### config.mk
export PLATFORM = sky130hd
export DESIGN_NAME = sild_top
export DESIGN_NICKNAME = d
export VERILOG_FILES = /design/src/include/sild_pkg.sv /design/src/design/sild_top.sv
export SDC_FILE = /design/constraint.sdc
export NUM_CORES = 1
export LEC_CHECK = 0
export BUFFER_PORTS_ARGS = -buffer_cell sky130_fd_sc_hd__clkbuf_2
export CORE_ASPECT_RATIO = 0.5
export CORE_UTILIZATION = 25
export CTS_CLUSTER_DIAMETER = 50
export DETAILED_ROUTE_END_ITERATION = 10
export PLACE_DENSITY = 0.44
export SYNTH_ARGS = -nofsm -noshare
export SYNTH_HDL_FRONTEND = slang
export SYNTH_SLANG_ARGS = --single-unit
### constraint.sdc
create_clock -name ref_clk -period 1.8 [get_ports ref_clk]
set_input_delay 0 -clock ref_clk [delete_from_list [all_inputs] [get_ports ref_clk]]
set_output_delay 0 -clock ref_clk [all_outputs]
set_load 0.02 [all_outputs]
### src/include/sild_pkg.sv
package sild_pkg;
  localparam int CLK_PERIOD_NS = 50;
  localparam int BLINK_HALF_NS = 500000000;
  localparam int BLINK_HALF_CYCLES = BLINK_HALF_NS / CLK_PERIOD_NS;
  localparam int BLINK_CNT_W = 24;

  localparam logic [7:0] FW_FAULT_OFS = 8'h00;
  localparam logic [7:0] SENSOR_CFG_OFS = 8'h04;
  localparam logic [7:0] IDENT_CMD_OFS = 8'h08;
  localparam logic [7:0] STATUS_OFS = 8'h0C;
  localparam logic [7:0] SENSOR_SNAP_OFS = 8'h10;

  localparam int FW_FAULT_W = 8;
  localparam int FW_MEM_REDUCED = 0;
  localparam int FW_MIRROR_LOST = 1;
  localparam int FW_LINK_CORR = 2;
  localparam int FW_MEM_CORR_OVER = 3;
  localparam int FW_LINK_UNCORR = 4;
  localparam int FW_MEM_NONE = 5;
  localparam int FW_MEM_UNCORR = 6;
  localparam int FW_CPU_CONFIG = 7;
  localparam logic [FW_FAULT_W-1:0] FW_FAULT_RESET = 8'h00;

  localparam int CFG_UPPER_NC_EN = 0;
  localparam logic CFG_UPPER_NC_RESET = 1'b0;

  localparam int CMD_ACTIVATE = 0;
  localparam int CMD_VENDOR = 1;

  localparam int SNS_W = 16;
  localparam int SNS_REDUND_LOSS = 0;
  localparam int SNS_CPU_DISABLED = 1;
  localparam int SNS_FAN_ALARM = 2;
  localparam int SNS_NONCRIT = 3;
  localparam int SNS_UPPER_NC = 4;
  localparam int SNS_BATTERY = 5;
  localparam int SNS_PSU_PREDICT = 6;
  localparam int SNS_CRIT = 7;
  localparam int SNS_REG_HOT = 8;
  localparam int SNS_FANS_LOW = 9;
  localparam int SNS_CPU_CATASTROPHIC_ERROR = 10;
  localparam int SNS_CPU1_ABSENT = 11;
  localparam int SNS_CPU_THERMAL_TRIP = 12;
  localparam int SNS_NO_PGOOD = 13;
  localparam int SNS_PSU_SHORT = 14;
  localparam int SNS_SPARE = 15;
  localparam logic [SNS_W-1:0] SNS_RESET = 16'h0000;

  typedef enum logic [1:0] {
    SEV_OK,
    SEV_DEGRADED,
    SEV_NONFATAL,
    SEV_FATAL
  } sild_sev_e;

  typedef enum logic [1:0] {
    ID_OFF,
    ID_SOLID,
    ID_BLINK
  } sild_id_e;
endpackage : sild_pkg

### src/design/sild_top.sv
// The implementer's own choices: the register addresses and the AHB-Lite slave port.
`timescale 1ns/1ps
// Function
// The status LED shows only the most severe fault state currently asserted by any source.
// Green marks normal or degraded operation, amber marks a hardware fault and beats green.
// Own sensor faults and other controllers' states merge, each following its current state.
// With main power off the sensor states and status LED state are kept, not cleared.
// OK green steady, degraded green blink, non-fatal amber blink, fatal amber steady, off dark.
// Lost redundancy, CPU disabled, fan alarm, non-critical, battery, PSU predict: degraded.
// Firmware-reported over-ten correctable memory or uncorrectable link errors are non-fatal.
// Critical threshold crossing, regulator overtemp or too few fans is non-fatal.
// Catastrophe, CPU 1 absent, thermal trip, no power good, few PSUs, firmware fatal: fatal.
// Firmware contributes to the status LED only through its fault-indication command.
// The upper non-critical threshold counts as degraded only when enabled in the sensor setup.
// Identify activated by the button lights the identify LED steadily.
// Identify set by either command blinks the LED at about 1 Hz; inactive, it is dark. The code decodes only the activate bit, not the vendor bit.
// No source has priority: each new identify request replaces all earlier ones. The code lets a command beat a button press in the same cycle.
// The button moves a blinking LED to steady on, and a further press turns it off.
// A free-running clock divider makes the 1 Hz blink at half duty, shared by both LEDs.
module sild_top #(
  parameter int BLINK_HALF = sild_pkg::BLINK_HALF_CYCLES
) (
  input wire logic ref_clk,
  input wire logic resetn,
  input wire logic hsel,
  input wire logic [31:0] haddr,
  input wire logic [1:0] htrans,
  input wire logic hwrite,
  input wire logic [2:0] hsize,
  input wire logic hready,
  input wire logic [31:0] hwdata,
  output logic [31:0] hrdata,
  output logic hreadyout,
  output logic hresp,
  input wire logic main_power_on,
  input wire logic redundancy_loss,
  input wire logic cpu_disabled,
  input wire logic fan_alarm,
  input wire logic noncrit_threshold,
  input wire logic upper_noncrit_threshold,
  input wire logic battery_fail,
  input wire logic psu_predictive_fail,
  input wire logic crit_threshold,
  input wire logic regulator_overtemp,
  input wire logic fans_below_min,
  input wire logic cpu_catastrophic_error,
  input wire logic cpu1_absent,
  input wire logic cpu_thermal_trip,
  input wire logic power_good,
  input wire logic psu_insufficient,
  input wire logic [1:0] hotswap_severity,
  input wire logic identify_button,
  output logic status_led_green,
  output logic status_led_amber,
  output logic identify_led
);

  logic [sild_pkg::BLINK_CNT_W-1:0] blink_cnt_q;
  logic blink_phase_q;
  logic [sild_pkg::SNS_W-1:0] sns_raw;
  logic [sild_pkg::SNS_W-1:0] sns_q;
  logic [1:0] hsc_q;
  logic [sild_pkg::FW_FAULT_W-1:0] fw_fault_q;
  logic upper_nc_en_q;
  logic ready_q;
  logic sev_deg;
  logic sev_nf;
  logic sev_fatal;
  sild_pkg::sild_sev_e sev;
  sild_pkg::sild_id_e id_q;
  logic button_q;
  logic button_press;
  logic cmd_write;
  logic wr_pend_q;
  logic [7:0] wr_addr_q;
  logic rd_take;
  logic wr_take;
  logic [31:0] rd_word;
  logic addr_low;

  // Blink divider; the phase bit is shared by both LEDs so they flash together.
  always_ff @(posedge ref_clk) begin
    if (!resetn) begin
      blink_cnt_q <= '0;
      blink_phase_q <= 1'b0;
    end else if (blink_cnt_q == sild_pkg::BLINK_CNT_W'(BLINK_HALF - 1)) begin
      blink_cnt_q <= '0;
      blink_phase_q <= ~blink_phase_q;
    end else begin
      blink_cnt_q <= blink_cnt_q + 1'b1;
    end
  end

  // Power good is active high, so its absence enters the vector as a fault bit.
  always_comb begin
    sns_raw = '0;
    sns_raw[sild_pkg::SNS_REDUND_LOSS] = redundancy_loss;
    sns_raw[sild_pkg::SNS_CPU_DISABLED] = cpu_disabled;
    sns_raw[sild_pkg::SNS_FAN_ALARM] = fan_alarm;
    sns_raw[sild_pkg::SNS_NONCRIT] = noncrit_threshold;
    sns_raw[sild_pkg::SNS_UPPER_NC] = upper_noncrit_threshold;
    sns_raw[sild_pkg::SNS_BATTERY] = battery_fail;
    sns_raw[sild_pkg::SNS_PSU_PREDICT] = psu_predictive_fail;
    sns_raw[sild_pkg::SNS_CRIT] = crit_threshold;
    sns_raw[sild_pkg::SNS_REG_HOT] = regulator_overtemp;
    sns_raw[sild_pkg::SNS_FANS_LOW] = fans_below_min;
    sns_raw[sild_pkg::SNS_CPU_CATASTROPHIC_ERROR] = cpu_catastrophic_error;
    sns_raw[sild_pkg::SNS_CPU1_ABSENT] = cpu1_absent;
    sns_raw[sild_pkg::SNS_CPU_THERMAL_TRIP] = cpu_thermal_trip;
    sns_raw[sild_pkg::SNS_NO_PGOOD] = ~power_good;
    sns_raw[sild_pkg::SNS_PSU_SHORT] = psu_insufficient;
  end

  // Sensor states follow the inputs while main power is on and freeze when it drops.
  genvar gi;
  generate
    for (gi = 0; gi < sild_pkg::SNS_W; gi++) begin : g_sns
      always_ff @(posedge ref_clk) begin
        if (!resetn) begin
          sns_q[gi] <= sild_pkg::SNS_RESET[gi];
        end else if (main_power_on) begin
          sns_q[gi] <= sns_raw[gi];
        end
      end
    end
  endgenerate

  // The neighbour controller's severity is held with the sensors while main power is off.
  always_ff @(posedge ref_clk) begin
    if (!resetn) begin
      hsc_q <= 2'h0;
      ready_q <= 1'b0;
    end else if (main_power_on) begin
      hsc_q <= hotswap_severity;
      ready_q <= 1'b1;
    end
  end

  always_comb begin
    sev_deg = sns_q[sild_pkg::SNS_REDUND_LOSS] | sns_q[sild_pkg::SNS_CPU_DISABLED]
      | sns_q[sild_pkg::SNS_FAN_ALARM] | sns_q[sild_pkg::SNS_NONCRIT]
      | sns_q[sild_pkg::SNS_BATTERY] | sns_q[sild_pkg::SNS_PSU_PREDICT];
    sev_deg = sev_deg | (upper_nc_en_q & sns_q[sild_pkg::SNS_UPPER_NC]);
    sev_deg = sev_deg | fw_fault_q[sild_pkg::FW_MEM_REDUCED]
      | fw_fault_q[sild_pkg::FW_MIRROR_LOST] | fw_fault_q[sild_pkg::FW_LINK_CORR];
    sev_nf = fw_fault_q[sild_pkg::FW_MEM_CORR_OVER] | fw_fault_q[sild_pkg::FW_LINK_UNCORR];
    sev_nf = sev_nf | sns_q[sild_pkg::SNS_CRIT] | sns_q[sild_pkg::SNS_REG_HOT]
      | sns_q[sild_pkg::SNS_FANS_LOW];
    sev_fatal = sns_q[sild_pkg::SNS_CPU_CATASTROPHIC_ERROR] | sns_q[sild_pkg::SNS_CPU1_ABSENT]
      | sns_q[sild_pkg::SNS_CPU_THERMAL_TRIP] | sns_q[sild_pkg::SNS_NO_PGOOD]
      | sns_q[sild_pkg::SNS_PSU_SHORT] | fw_fault_q[sild_pkg::FW_MEM_NONE]
      | fw_fault_q[sild_pkg::FW_MEM_UNCORR] | fw_fault_q[sild_pkg::FW_CPU_CONFIG];
    // Hot-swap codes 1, 2 and 3 mean degraded, non-fatal and fatal.
    // Highest severity wins regardless of how many lesser faults are present.
    if (sev_fatal || hsc_q == 2'h3) begin
      sev = sild_pkg::SEV_FATAL;
    end else if (sev_nf || hsc_q == 2'h2) begin
      sev = sild_pkg::SEV_NONFATAL;
    end else if (sev_deg || hsc_q == 2'h1) begin
      sev = sild_pkg::SEV_DEGRADED;
    end else begin
      sev = sild_pkg::SEV_OK;
    end
  end

  // Status LED stays dark until main power has first come up; afterwards it holds its state.
  always_ff @(posedge ref_clk) begin
    if (!resetn) begin
      status_led_green <= 1'b0;
      status_led_amber <= 1'b0;
    end else if (!ready_q) begin
      status_led_green <= 1'b0;
      status_led_amber <= 1'b0;
    end else begin
      case (sev)
        sild_pkg::SEV_OK: begin
          status_led_green <= 1'b1;
          status_led_amber <= 1'b0;
        end
        sild_pkg::SEV_DEGRADED: begin
          status_led_green <= blink_phase_q;
          status_led_amber <= 1'b0;
        end
        sild_pkg::SEV_NONFATAL: begin
          status_led_green <= 1'b0;
          status_led_amber <= blink_phase_q;
        end
        sild_pkg::SEV_FATAL: begin
          status_led_green <= 1'b0;
          status_led_amber <= 1'b1;
        end
        default: begin
          status_led_green <= 1'b0;
          status_led_amber <= 1'b0;
        end
      endcase
    end
  end

  // Previous button level; only a rising edge counts as a press.
  always_ff @(posedge ref_clk) begin
    if (!resetn) begin
      button_q <= 1'b0;
    end else begin
      button_q <= identify_button;
    end
  end

  assign button_press = identify_button & ~button_q;
  assign cmd_write = wr_pend_q && wr_addr_q == sild_pkg::IDENT_CMD_OFS;

  // The newest request replaces whatever came before; a command beats a press in the same cycle.
  always_ff @(posedge ref_clk) begin
    if (!resetn) begin
      id_q <= sild_pkg::ID_OFF;
    end else if (cmd_write) begin
      if (hwdata[sild_pkg::CMD_ACTIVATE]) begin
        id_q <= sild_pkg::ID_BLINK;
      end else begin
        id_q <= sild_pkg::ID_OFF;
      end
    end else if (button_press) begin
      case (id_q)
        sild_pkg::ID_SOLID: id_q <= sild_pkg::ID_OFF;
        sild_pkg::ID_BLINK: id_q <= sild_pkg::ID_SOLID;
        sild_pkg::ID_OFF: id_q <= sild_pkg::ID_SOLID;
        default: id_q <= sild_pkg::ID_OFF;
      endcase
    end
  end

  // The identify LED follows the identify state one clock later.
  always_ff @(posedge ref_clk) begin
    if (!resetn) begin
      identify_led <= 1'b0;
    end else begin
      case (id_q)
        sild_pkg::ID_SOLID: identify_led <= 1'b1;
        sild_pkg::ID_BLINK: identify_led <= blink_phase_q;
        sild_pkg::ID_OFF: identify_led <= 1'b0;
        default: identify_led <= 1'b0;
      endcase
    end
  end

  // Bus slave: never stalls, always answers OKAY.
  assign hreadyout = 1'b1;
  assign hresp = 1'b0;
  assign rd_take = hsel && hready && htrans[1] && !hwrite;
  assign wr_take = hsel && hready && htrans[1] && hwrite;
  // Only the lowest 256 bytes decode; anything above reads zero and ignores writes.
  assign addr_low = haddr[31:8] == 24'h000000;

  // The address phase is captured here and acted on in the following data phase.
  always_ff @(posedge ref_clk) begin
    if (!resetn) begin
      wr_pend_q <= 1'b0;
      wr_addr_q <= 8'h00;
    end else if (hready) begin
      wr_pend_q <= wr_take && addr_low;
      wr_addr_q <= haddr[7:0];
    end
  end

  // Firmware fault bits are levels, cleared only when firmware writes them back to zero.
  always_ff @(posedge ref_clk) begin
    if (!resetn) begin
      fw_fault_q <= sild_pkg::FW_FAULT_RESET;
      upper_nc_en_q <= sild_pkg::CFG_UPPER_NC_RESET;
    end else if (wr_pend_q) begin
      if (wr_addr_q == sild_pkg::FW_FAULT_OFS) begin
        fw_fault_q <= hwdata[sild_pkg::FW_FAULT_W-1:0];
      end
      if (wr_addr_q == sild_pkg::SENSOR_CFG_OFS) begin
        upper_nc_en_q <= hwdata[sild_pkg::CFG_UPPER_NC_EN];
      end
    end
  end

  always_comb begin
    rd_word = 32'h00000000;
    case (haddr[7:0])
      sild_pkg::FW_FAULT_OFS: rd_word = {24'h000000, fw_fault_q};
      sild_pkg::SENSOR_CFG_OFS: rd_word = {31'h00000000, upper_nc_en_q};
      sild_pkg::IDENT_CMD_OFS: rd_word = {30'h00000000, id_q};
      sild_pkg::STATUS_OFS: rd_word = {24'h000000, ready_q, blink_phase_q, identify_led,
        status_led_amber, status_led_green, hsc_q[0], sev};
      sild_pkg::SENSOR_SNAP_OFS: rd_word = {14'h0000, hsc_q, sns_q};
      default: rd_word = 32'h00000000;
    endcase
    if (!addr_low) begin
      rd_word = 32'h00000000;
    end
  end

  // Read data is loaded in the address phase and holds until the next read.
  always_ff @(posedge ref_clk) begin
    if (!resetn) begin
      hrdata <= 32'h00000000;
    end else if (rd_take) begin
      hrdata <= rd_word;
    end
  end

endmodule : sild_top

=== Word level (Yosys, flattened, before mapping) ===
Index checks and enable logic that the tools add are counted.

* Flip-flop bits (word level): 99
* Bits in latches: 0
* Memory bits (writable): 0
* ROM bits: 0
* Bits of input ports: 93
* Output and inout bits: 37
* Memories kept: 0

* $add $sub $neg: 1
* $mul: 0
* Divide/modulo/power cells: 0
* Magnitude comparators: 0
* Equal/unequal tests: 15
* Shift operators: 0
* Mux-type cells: 12
* Bitwise operators: 26
* Reductions and logical operators: 23

{| class="wikitable"
|+ Operators with widths
! cell !! number
|-
| $pmux 18 s5 || 1
|-
| $mux 32 || 1
|-
| $add 24x1->24 const B || 1
|-
| $eq 24x24->1 const B || 1
|-
| $eq 8x4->1 const B || 3
|-
| $logic_not 24->1 || 1
|-
| $or 1x1->1 || 20
|-
| $eq 8x3->1 const B || 2
|-
| $logic_not 8->1 || 2
|-
| $eq 2x2->1 const B || 5
|-
| $mux 2 || 5
|-
| $eq 8x5->1 const B || 1
|-
| $reduce_or 2->1 || 4
|-
| $eq 2x1->1 const B || 3
|-
| $logic_and 1x1->1 || 6
|-
| $pmux 1 s3 || 2
|-
| $reduce_and 2->1 || 3
|-
| $logic_not 2->1 || 2
|-
| $not 1->1 || 4
|-
| $logic_or 1x1->1 || 3
|-
| $and 1x1->1 || 2
|-
| $mux 1 || 2
|-
| $pmux 1 s2 || 1
|-
| $reduce_bool 2->1 || 1
|-
| $logic_not 1->1 || 1
|}

=== Longest topological paths before layout ===
Gate-level depths: netlist (run 1).

* Depth after elaboration: 16
* Gate-level depth with buffers: 6
* Depth with buffers taken out: 6

=== Worst setup path after synthesis (run 1) ===
OpenSTA, ideal clock, no wires.

* Kind: reg-to-reg
* From: reg wr_addr_q[0]
* To: reg fw_fault_q[0] (netlist bit)
* Library setup time: 0.116 ns
* Arrival: 1.853 ns
* Setup slack: -0.169 ns
* Stages on the path, launching flop included: 6
* Cells stage by stage: dfxtp_1 -> or4_1 -> or4_4 -> nor3_4 -> mux2i_1 -> nor2b_1

* Longest elaborated chain between the ends: 2

{| class="wikitable"
|+ Ends and longest elaborated chain
! what !! line !! RTL
|-
| start: declaration || sild_top.sv:75 || <nowiki>logic [7:0] wr_addr_q;</nowiki>
|-
| start signal: assignment || sild_top.sv:261 || <nowiki>wr_addr_q <= haddr[7:0];</nowiki>
|-
| $logic_not 8->1 || sild_top.sv:271 || <nowiki>if (wr_addr_q == sild_pkg::FW_FAULT_OFS) begin</nowiki>
|-
| $reduce_and 2->1 (no line) || -- ||
|-
| end signal: assignment || sild_top.sv:268 || <nowiki>fw_fault_q <= sild_pkg::FW_FAULT_RESET;</nowiki>
|-
| end signal: assignment || sild_top.sv:272 || <nowiki>fw_fault_q <= hwdata[sild_pkg::FW_FAULT_W-1:0];</nowiki>
|-
| end: declaration || sild_top.sv:63 || <nowiki>logic [sild_pkg::FW_FAULT_W-1:0] fw_fault_q;</nowiki>
|}

Every way passes these cells.
A chain may end at the register's enable or synchronous reset.

=== Final worst setup path (run 1) ===
* From: reg wr_addr_q[0]
* To: reg id_q[1]

* Longest elaborated chain between the ends: 3
* Elaborated cells between the ends (all ways): 4
* Those cells by class: 1 x eq/ne; 1 x mux; 2 x reduce/logical

{| class="wikitable"
|+ Ends and longest elaborated chain
! what !! line !! RTL
|-
| $eq 8x4->1 (*) || sild_top.sv:210 || <nowiki>assign cmd_write = wr_pend_q && wr_addr_q == sild_pkg::IDENT_CMD_OFS;</nowiki>
|-
| $logic_and 1x1->1 (*) || sild_top.sv:210 ||
|-
| $mux 2 or $reduce_bool 2->1 (tied branches) || -- ||
|-
| end signal: assignment || sild_top.sv:215 || <nowiki>id_q <= sild_pkg::ID_OFF;</nowiki>
|-
| end signal: assignment || sild_top.sv:218 || <nowiki>id_q <= sild_pkg::ID_BLINK;</nowiki>
|-
| end signal: assignment || sild_top.sv:220 || <nowiki>id_q <= sild_pkg::ID_OFF;</nowiki>
|-
| end: declaration || sild_top.sv:70 || <nowiki>sild_pkg::sild_id_e id_q;</nowiki>
|}

Every way passes the cells marked *; elsewhere a longest branch is shown, timed or not.

==> results of run 1 <==
==> repair_timing <==
| item | 4_1_cts | 5_1_grt |
|---|---|---|
| hold endpoints to repair | 32 | 0 |
| gates cloned | 0 | 1 |
| setup buffers | 1 | 1 |
| resized for setup | 2 | 6 |
| setup endpoints to repair | 11 | 34 |
| hold buffers | 31 | 0 |
| pin swaps | 1 | 4 |
==> per-layer routing <==
metal	track usage, %	up-vias
li1	-	1655
met1	16.8	1494
met2	21.3	44
met3	3.87	8
met4	4.03	0
met5	0	-
==> power breakdown <==
group          switching, mW  total, mW  internal [mW]
Combinational          0.181      0.377          0.196
Sequential            0.0394       1.94           1.91
Clock                  0.739       1.99           1.25
Total                  0.959       4.31           3.35
==> state kept, by name, summed over array words and instances, names as in the netlist, 2 cells and up <==
signal and cells:
blink_cnt_q 24, hrdata 17, sns_q 15, fw_fault_q 8, wr_addr_q 8, hsc_q 2, id_q 2
==> Yosys cell counts, types with 3 or more instances <==
cell type	n
sky130_fd_sc_hd__and4_1	4
sky130_fd_sc_hd__xnor2_1	4
sky130_fd_sc_hd__nand4_1	8
sky130_fd_sc_hd__dfxtp_1	84
sky130_fd_sc_hd__o21ai_0	12
sky130_fd_sc_hd__inv_1	6
sky130_fd_sc_hd__nor2_1	32
sky130_fd_sc_hd__nand3_1	11
sky130_fd_sc_hd__o32ai_1	3
sky130_fd_sc_hd__and3_1	6
sky130_fd_sc_hd__nor4_1	13
sky130_fd_sc_hd__nand2_1	23
sky130_fd_sc_hd__xor2_1	18
sky130_fd_sc_hd__a21oi_1	3
sky130_fd_sc_hd__nor2b_1	45
sky130_fd_sc_hd__ha_1	4
sky130_fd_sc_hd__nor3_1	6
sky130_fd_sc_hd__clkbuf_1	15
sky130_fd_sc_hd__and2_1	6
sky130_fd_sc_hd__a222oi_1	6
sky130_fd_sc_hd__a22oi_1	9
sky130_fd_sc_hd__buf_4	17
sky130_fd_sc_hd__mux2i_1	36
==> path summary, 6_finish.rpt <==
| check | startpoint | to | slack [ns] | cells after the start |
|---|---|---|---|---|
| max | wr_addr_q[0] | id_q[1] | -0.23 | 5 |
| min | haddr[2] | wr_addr_q[2] | 0.05 | 3 |
| max reg2reg | wr_addr_q[0] | id_q[1] | -0.23 | 5 |
| min reg2reg | blink_cnt_q[0] | blink_cnt_q[0] | 0.44 | 1 |
==> final cells by class <==
cell class | count | area, um^2 | area share [%]
multi-input combinational | 291 | 1980 | 37.8
tap | 198 | 248 | 4.72
timing repair buffer | 144 | 991 | 18.9
clock inverter | 4 | 72.6 | 1.38
clock buffer | 12 | 246 | 4.70
inverter | 6 | 22.5 | 0.429
sequential | 84 | 1680 | 32.1
==> worst min-delay path: stages <==
cell and delay [ns]:
sky130_fd_sc_hd__clkbuf_2 0.16, sky130_fd_sc_hd__mux2i_1 0.10, sky130_fd_sc_hd__nor2b_1 0.10
==> cells by family after synthesis <==
family	synth area share, %
muxes	9.55
xor gates and xnor gates	5.11
AOI/OAI and AO/OA	8.82
other	0.199
buffers and inverters	5.67
and+or+nand+nor	24.7
adders and majority gates	1.33
DFF	44.6
==> metrics by stage <==
| step | hold WS (ns) | utilization [%] | worst slack (ns) |
|---|---|---|---|
| after CTS | 0.0279 | 35.4 | -0.220 |
| after floorplan | 0.122 | - | -0.169 |
| after global routing | 0.0513 | 36.0 | -0.276 |
| after detailed placement | 0.232 | 31.0 | -0.232 |
| after global placement | 0.221 | 31.0 | -0.207 |
| final | 0.0547 | 36.0 | -0.230 |
==> results by group, run 1 <==
Placement
  – Quantity of I/O buffers inserted on ports: 84
  – Post-DP HPWL: 7100 um
  – Final Wtd Congestion: 0.700
  – Cell count after placement: 689
  – Placement-stage cell area: 4530 um^2

Clocking
  – Clock sink count: 84
  – Clock Root Buffer: sky130_fd_sc_hd__clkbuf_16
  – CTS H-tree lvls: 3
  – Clock slew at reported path FFs: 0.06 ns
  – Clock tree from TritonCTS: built
  – Worst-Skew Late Latency: 0.34 ns
  – Number of CTS-inserted buffers: 9
  – Maximum clock path buffer count: 2

Routing
  – M1 WL: 4760 um
  – Routed via count divided by cell count: 4.33
  – Via count of the routed design: 3201
  – Detailed-route wire length: 9780 um
  – Antenna viol nets, final: 0
  – Wirelength per Cell: 13.2 um
  – Met3 wire len: 330 um
  – Detail Route met2 WL: 4590 um
  – Remaining design rule violation count: 0
  – Max Used Layer: met4
  – Number of optimization iterations in the first detailed-route pass: 4
  – DRC violation total after the first TritonRoute iteration: 126

GRT
  – Combined global-route utilization of all metal layers: 13.1%
  – Antenna violations before repair: 0
  – Overall overflow remaining after global route: 0
  – Wire length of the first global-routing pass: 15700 um
  – Largest net degree at the start of global routing: 26
  – Vias in the first global route: 2995

Floorplanning
  – I/O pin cnt: 130
  – Initial Utilization: 25.9%
  – DIE HEIGHT: 88.9 um
  – Number of placement rows: 31
  – Die ar.: 15600 um^2
  – Area inside the core boundary: 14600 um^2
  – Horizontal extent of the die: 176 um

Final layout
  – Share of final-layout standard cells stronger than drive strength 1: 25.1%
  – Antenna Diode Count: 0
  – Area grow syn2layout: 39.0%
  – Commonest cells after routing, fill and taps aside: sky130_fd_sc_hd__dfxtp_1, sky130_fd_sc_hd__clkbuf_2, sky130_fd_sc_hd__nor2b_1
  – # fillers: 1534
  – Filler-free cell count of the finished design: 739
  – Number of nets at the end of the flow: 633
  – Non-Filler Cell Area, Final: 5240 um^2

Synthesis
  – Number of storage elements in the synthesis netlist: 84
  – Library cell with the largest summed area after synthesis: sky130_fd_sc_hd__dfxtp_1
  – Most used flip-flop cell after synthesis: sky130_fd_sc_hd__dfxtp_1
  – Cells after Synth: 400
  – Share of synthesized registers carrying an async set or reset: 0%
  – Synthesized area: 3770 um^2
  – Mean cell area of the mapped netlist: 9.43 um^2
  – Fraction of post-synthesis cell area in the top cell type by area: 44.6%
  – Total number of yosys warnings: 0
  – Number of enable flip-flop cells after synthesis: 0
  – Share of the yosys chip area belonging to registers: 44.6%
  – Library cells used by synthesis: 45
  – Area contributors post-synth: sky130_fd_sc_hd__dfxtp_1, sky130_fd_sc_hd__mux2i_1, sky130_fd_sc_hd__nor2b_1, sky130_fd_sc_hd__xor2_1, sky130_fd_sc_hd__buf_4

Critical path
  – Critical path data arrival time: 2.26 ns
  – Cell family with most CP delay: simple AND/OR/NAND/NOR gates
  – Sort of element at the start of the critical path: flop
  – Sequence of cells on the critical path: or4_1 > or4_4 > or3b_4 > mux2i_1 > nor2b_1
  – Critical path class: reg -> reg
  – Required time of the critical path: 2.03 ns
  – Critical path buffers and inverters: 0
  – Highest net fanout along the worst path: 3
  – Highest-delay cell along the critical path: sky130_fd_sc_hd__or4_1
  – CP peak stage delay: 0.51 ns
  – Crit end category: flop

STA
  – Unrepaired setup endpoints after global routing: true
  – Clock tree skew after final layout: 0.00623 ns
  – Final critical path time including I/O delays and setup: 2.03 ns
  – Worst slew margin relative to its limit: 55.3%
  – Sum of negative setup slack: -1.90 ns
  – Slew at the pin closest to its max-slew limit: 0.671 ns
  – Setup-violating endpoint count in the final report: 11
  – Worst Setup Slack, final: -0.230 ns
  – Number of hold violations in the final report: 0
  – Slew Viols, Final: 0
  – Max Fclk: 493 MHz
  – Crit share post-route: 113%

Pwr
  – Final total power: 4.31 mW
  – Leakage: 2.14 nW
  – Pwr/cell area: 822 nW/um^2
  – Worst vdd ir: 0.349 mV

Flow run
  – Maximum capacitance violations: 0

Status
  – Status: complete, but fails checks
  – Violated checks: negative setup slack

Hold path
  – Worst hold-check path type: in -> reg
No activity file was read; power rests on OpenSTA's default activity.
==> inputs of run 2 (changes only) <==
--- a/config.mk
+++ b/config.mk
@@ -11,6 +11,7 @@
 export CTS_CLUSTER_DIAMETER = 50
 export DETAILED_ROUTE_END_ITERATION = 10
 export PLACE_DENSITY = 0.44
+export REMOVE_ABC_BUFFERS = 1
 export SYNTH_ARGS = -nofsm -noshare
 export SYNTH_HDL_FRONTEND = slang
 export SYNTH_SLANG_ARGS = --single-unit
==> run 2 against run 1 <==
  * The run still ends with negative setup slack left
  * Power down 4.5%
  * Via count up 0.87%
  * Clock power fell by 9.5%
  * Non-clock buffer count fell by 5
  * Routed wire length about the same
  * First-iteration DRC count grew 43%
  * Critical path depth unchanged
  * Worst setup slack better by 0.0085 ns
  * Sequential power barely moved
  * Combinational power is 2% lower
  * Fmax is 0.42% higher
  * Critical path type unchanged
  * Critical endpoint unchanged
  * Highest routed layer unchanged
==> results by group, run 2 (synthesis gave the netlist of run 1 again) <==
Flow run
  – Maximum capacitance violations: 0

Floorplanning
  – Number of placement rows: 31
  – Initial Utilization: 25.9%
  – Horizontal extent of the die: 176 um
  – DIE HEIGHT: 88.9 um
  – I/O pin cnt: 130
  – Die ar.: 15600 um^2
  – Area inside the core boundary: 14600 um^2

GRT
  – Combined global-route utilization of all metal layers: 12.8%
  – Overall overflow remaining after global route: 0
  – Wire length of the first global-routing pass: 15400 um
  – Vias in the first global route: 3023
  – Antenna violations before repair: 0
  – Largest net degree at the start of global routing: 29

Critical path
  – CP peak stage delay: 0.51 ns
  – Highest-delay cell along the critical path: sky130_fd_sc_hd__or4_1
  – Required time of the critical path: 2.03 ns
  – Sort of element at the start of the critical path: flop
  – Crit end category: flop
  – Reg-to-reg critical path startpoint: wr_addr_q[0]
  – Cell family with most CP delay: simple AND/OR/NAND/NOR gates
  – R2R setup slack: -0.22 ns
  – Critical path class: reg -> reg
  – R2r worst-path depth: 5
  – Critical path data arrival time: 2.25 ns
  – R2R Path End: id_q[1]
  – Highest net fanout along the worst path: 3
  – Sequence of cells on the critical path: or4_1 > or4_4 > or3b_4 > mux2i_1 > nor2b_1
  – Critical path buffers and inverters: 0

Routing
  – Detailed-route wire length: 9780 um
  – Wirelength per Cell: 13.3 um
  – Remaining design rule violation count: 0
  – Number of optimization iterations in the first detailed-route pass: 4
  – DRC violation total after the first TritonRoute iteration: 180
  – Routed via count divided by cell count: 4.40
  – Antenna viol nets, final: 0
  – Via count of the routed design: 3229

Clocking
  – Clock tree from TritonCTS: built
  – CTS H-tree lvls: 3
  – Worst-Skew Late Latency: 0.34 ns
  – Clock sink count: 84
  – Clock slew at reported path FFs: 0.07 ns
  – Number of CTS-inserted buffers: 9
  – Maximum clock path buffer count: 2
  – Clock Root Buffer: sky130_fd_sc_hd__clkbuf_16

STA
  – Worst slew margin relative to its limit: 54.9%
  – Slew at the pin closest to its max-slew limit: 0.676 ns
  – Slew Viols, Final: 0
  – Crit share post-route: 112%
  – Max Fclk: 495 MHz
  – Setup-violating endpoint count in the final report: 11
  – Hold slack: 0.0640 ns
  – Unrepaired setup endpoints after global routing: true
  – Final critical path time including I/O delays and setup: 2.02 ns
  – Clock tree skew after final layout: 0.00717 ns
  – Worst Setup Slack, final: -0.221 ns
  – Number of hold violations in the final report: 0

Final layout
  – Sequential standard cell area: 1680 um^2
  – Total area of multi-input combinational cells: 1950 um^2
  – Register with the highest flop count: blink_cnt_q
  – Filler-free cell count of the finished design: 734
  – Number of flip-flops in the largest register: 24
  – Commonest cells after routing, fill and taps aside: sky130_fd_sc_hd__dfxtp_1, sky130_fd_sc_hd__clkbuf_2, sky130_fd_sc_hd__nor2b_1
  – Share of final-layout standard cells stronger than drive strength 1: 24.1%
  – Number of nets at the end of the flow: 628
  – Largest registers: blink_cnt_q (24), hrdata (17), sns_q (15)
  – Antenna Diode Count: 0
  – Area grow syn2layout: 35.9%
  – # fillers: 1527

Hold path
  – Cell count of the worst hold path: 4
  – Hold_sp: haddr[4]
  – Worst hold-check path type: in -> reg
  – Worst Hold Path EP: wr_addr_q[4]

Pwr
  – Pwr/cell area: 803 nW/um^2
  – Worst vdd ir: 0.423 mV
  – Leakage: 2.09 nW

Placement
  – Final Wtd Congestion: 0.753
  – Quantity of I/O buffers inserted on ports: 84
  – Post-Place Worst Slack: -0.232 ns
  – Cell count after placement: 687
  – Post-DP HPWL: 7160 um

Status
  – Status: complete, but fails checks
  – Violated checks: negative setup slack
-- run 2: per-layer routing --
metal	share of wire (%)	global-route usage (%)	vias to the layer above	wire [um]
li1	-	-	1642	-
met3	4.1	3.35	8	401
met5	0	0	-	0
met2	47	21.8	78	4570
met4	1.0	3.56	0	99
met1	48	16.3	1501	4720
-- run 2: timing repair --
item / CTS / global route
endpoints found under the hold margin: 33 / 0
setup buffers: 0 / 0
endpoints found under the setup margin: 11 / 34
hold buffers: 31 / 0
gates resized for setup: 1 / 3
-- run 2: final cells by class --
class	instances	area share, %
Inverter	6	0.439
Multi-Input combinational cell	291	38.1
Sequential cell	84	32.8
Tap cell	198	4.83
Clock buffer	11	4.54
Timing Repair Buffer	139	18.3
Clock inverter	5	1.02
-- run 2: per-stage QoR --
| stage | setup TNS (ns) | total power [mW] | util (%) | cell area [um^2] |
|---|---|---|---|---|
| after global placement | -1.53 | 2.31 | 30.9 | 4510 |
| after CTS | -2.05 | 4.18 | 35.0 | 5110 |
| after global routing | -2.84 | 4.30 | 35.2 | 5130 |
| after detailed placement | -1.90 | 2.31 | 30.9 | 4510 |
| after floorplan | -1.64 | 2.13 | - | 3640 |
| final | -1.79 | 4.12 | 35.2 | 5130 |
-- run 2: how the worst max path moves through the flow --
stage	slack, ns	endpoint	startpoint	depth (start not counted)
after floorplan	-0.17	fw_fault_q[0]	wr_addr_q[0]	5
after global placement	-0.22	id_q[1]	wr_addr_q[0]	5
after detailed placement	-0.23	id_q[1]	wr_addr_q[0]	5
after CTS	-0.23	id_q[1]	wr_addr_q[0]	5
after global routing	-0.30	id_q[1]	wr_addr_q[0]	5
final	-0.22	id_q[1]	wr_addr_q[0]	5
-- run 2: tightest hold or removal path, stage by stage --
cell and delay, ns:
sky130_fd_sc_hd__clkbuf_2 0.09, sky130_fd_sc_hd__buf_4 0.12, sky130_fd_sc_hd__mux2i_1 0.07, sky130_fd_sc_hd__nor2b_1 0.09
-- run 2: where the power goes --
part | internal [mW] | switching (mW)
Combinational | 0.192 | 0.177
Clock | 1.07 | 0.731
Sequential | 1.91 | 0.0432
Total | 3.17 | 0.951
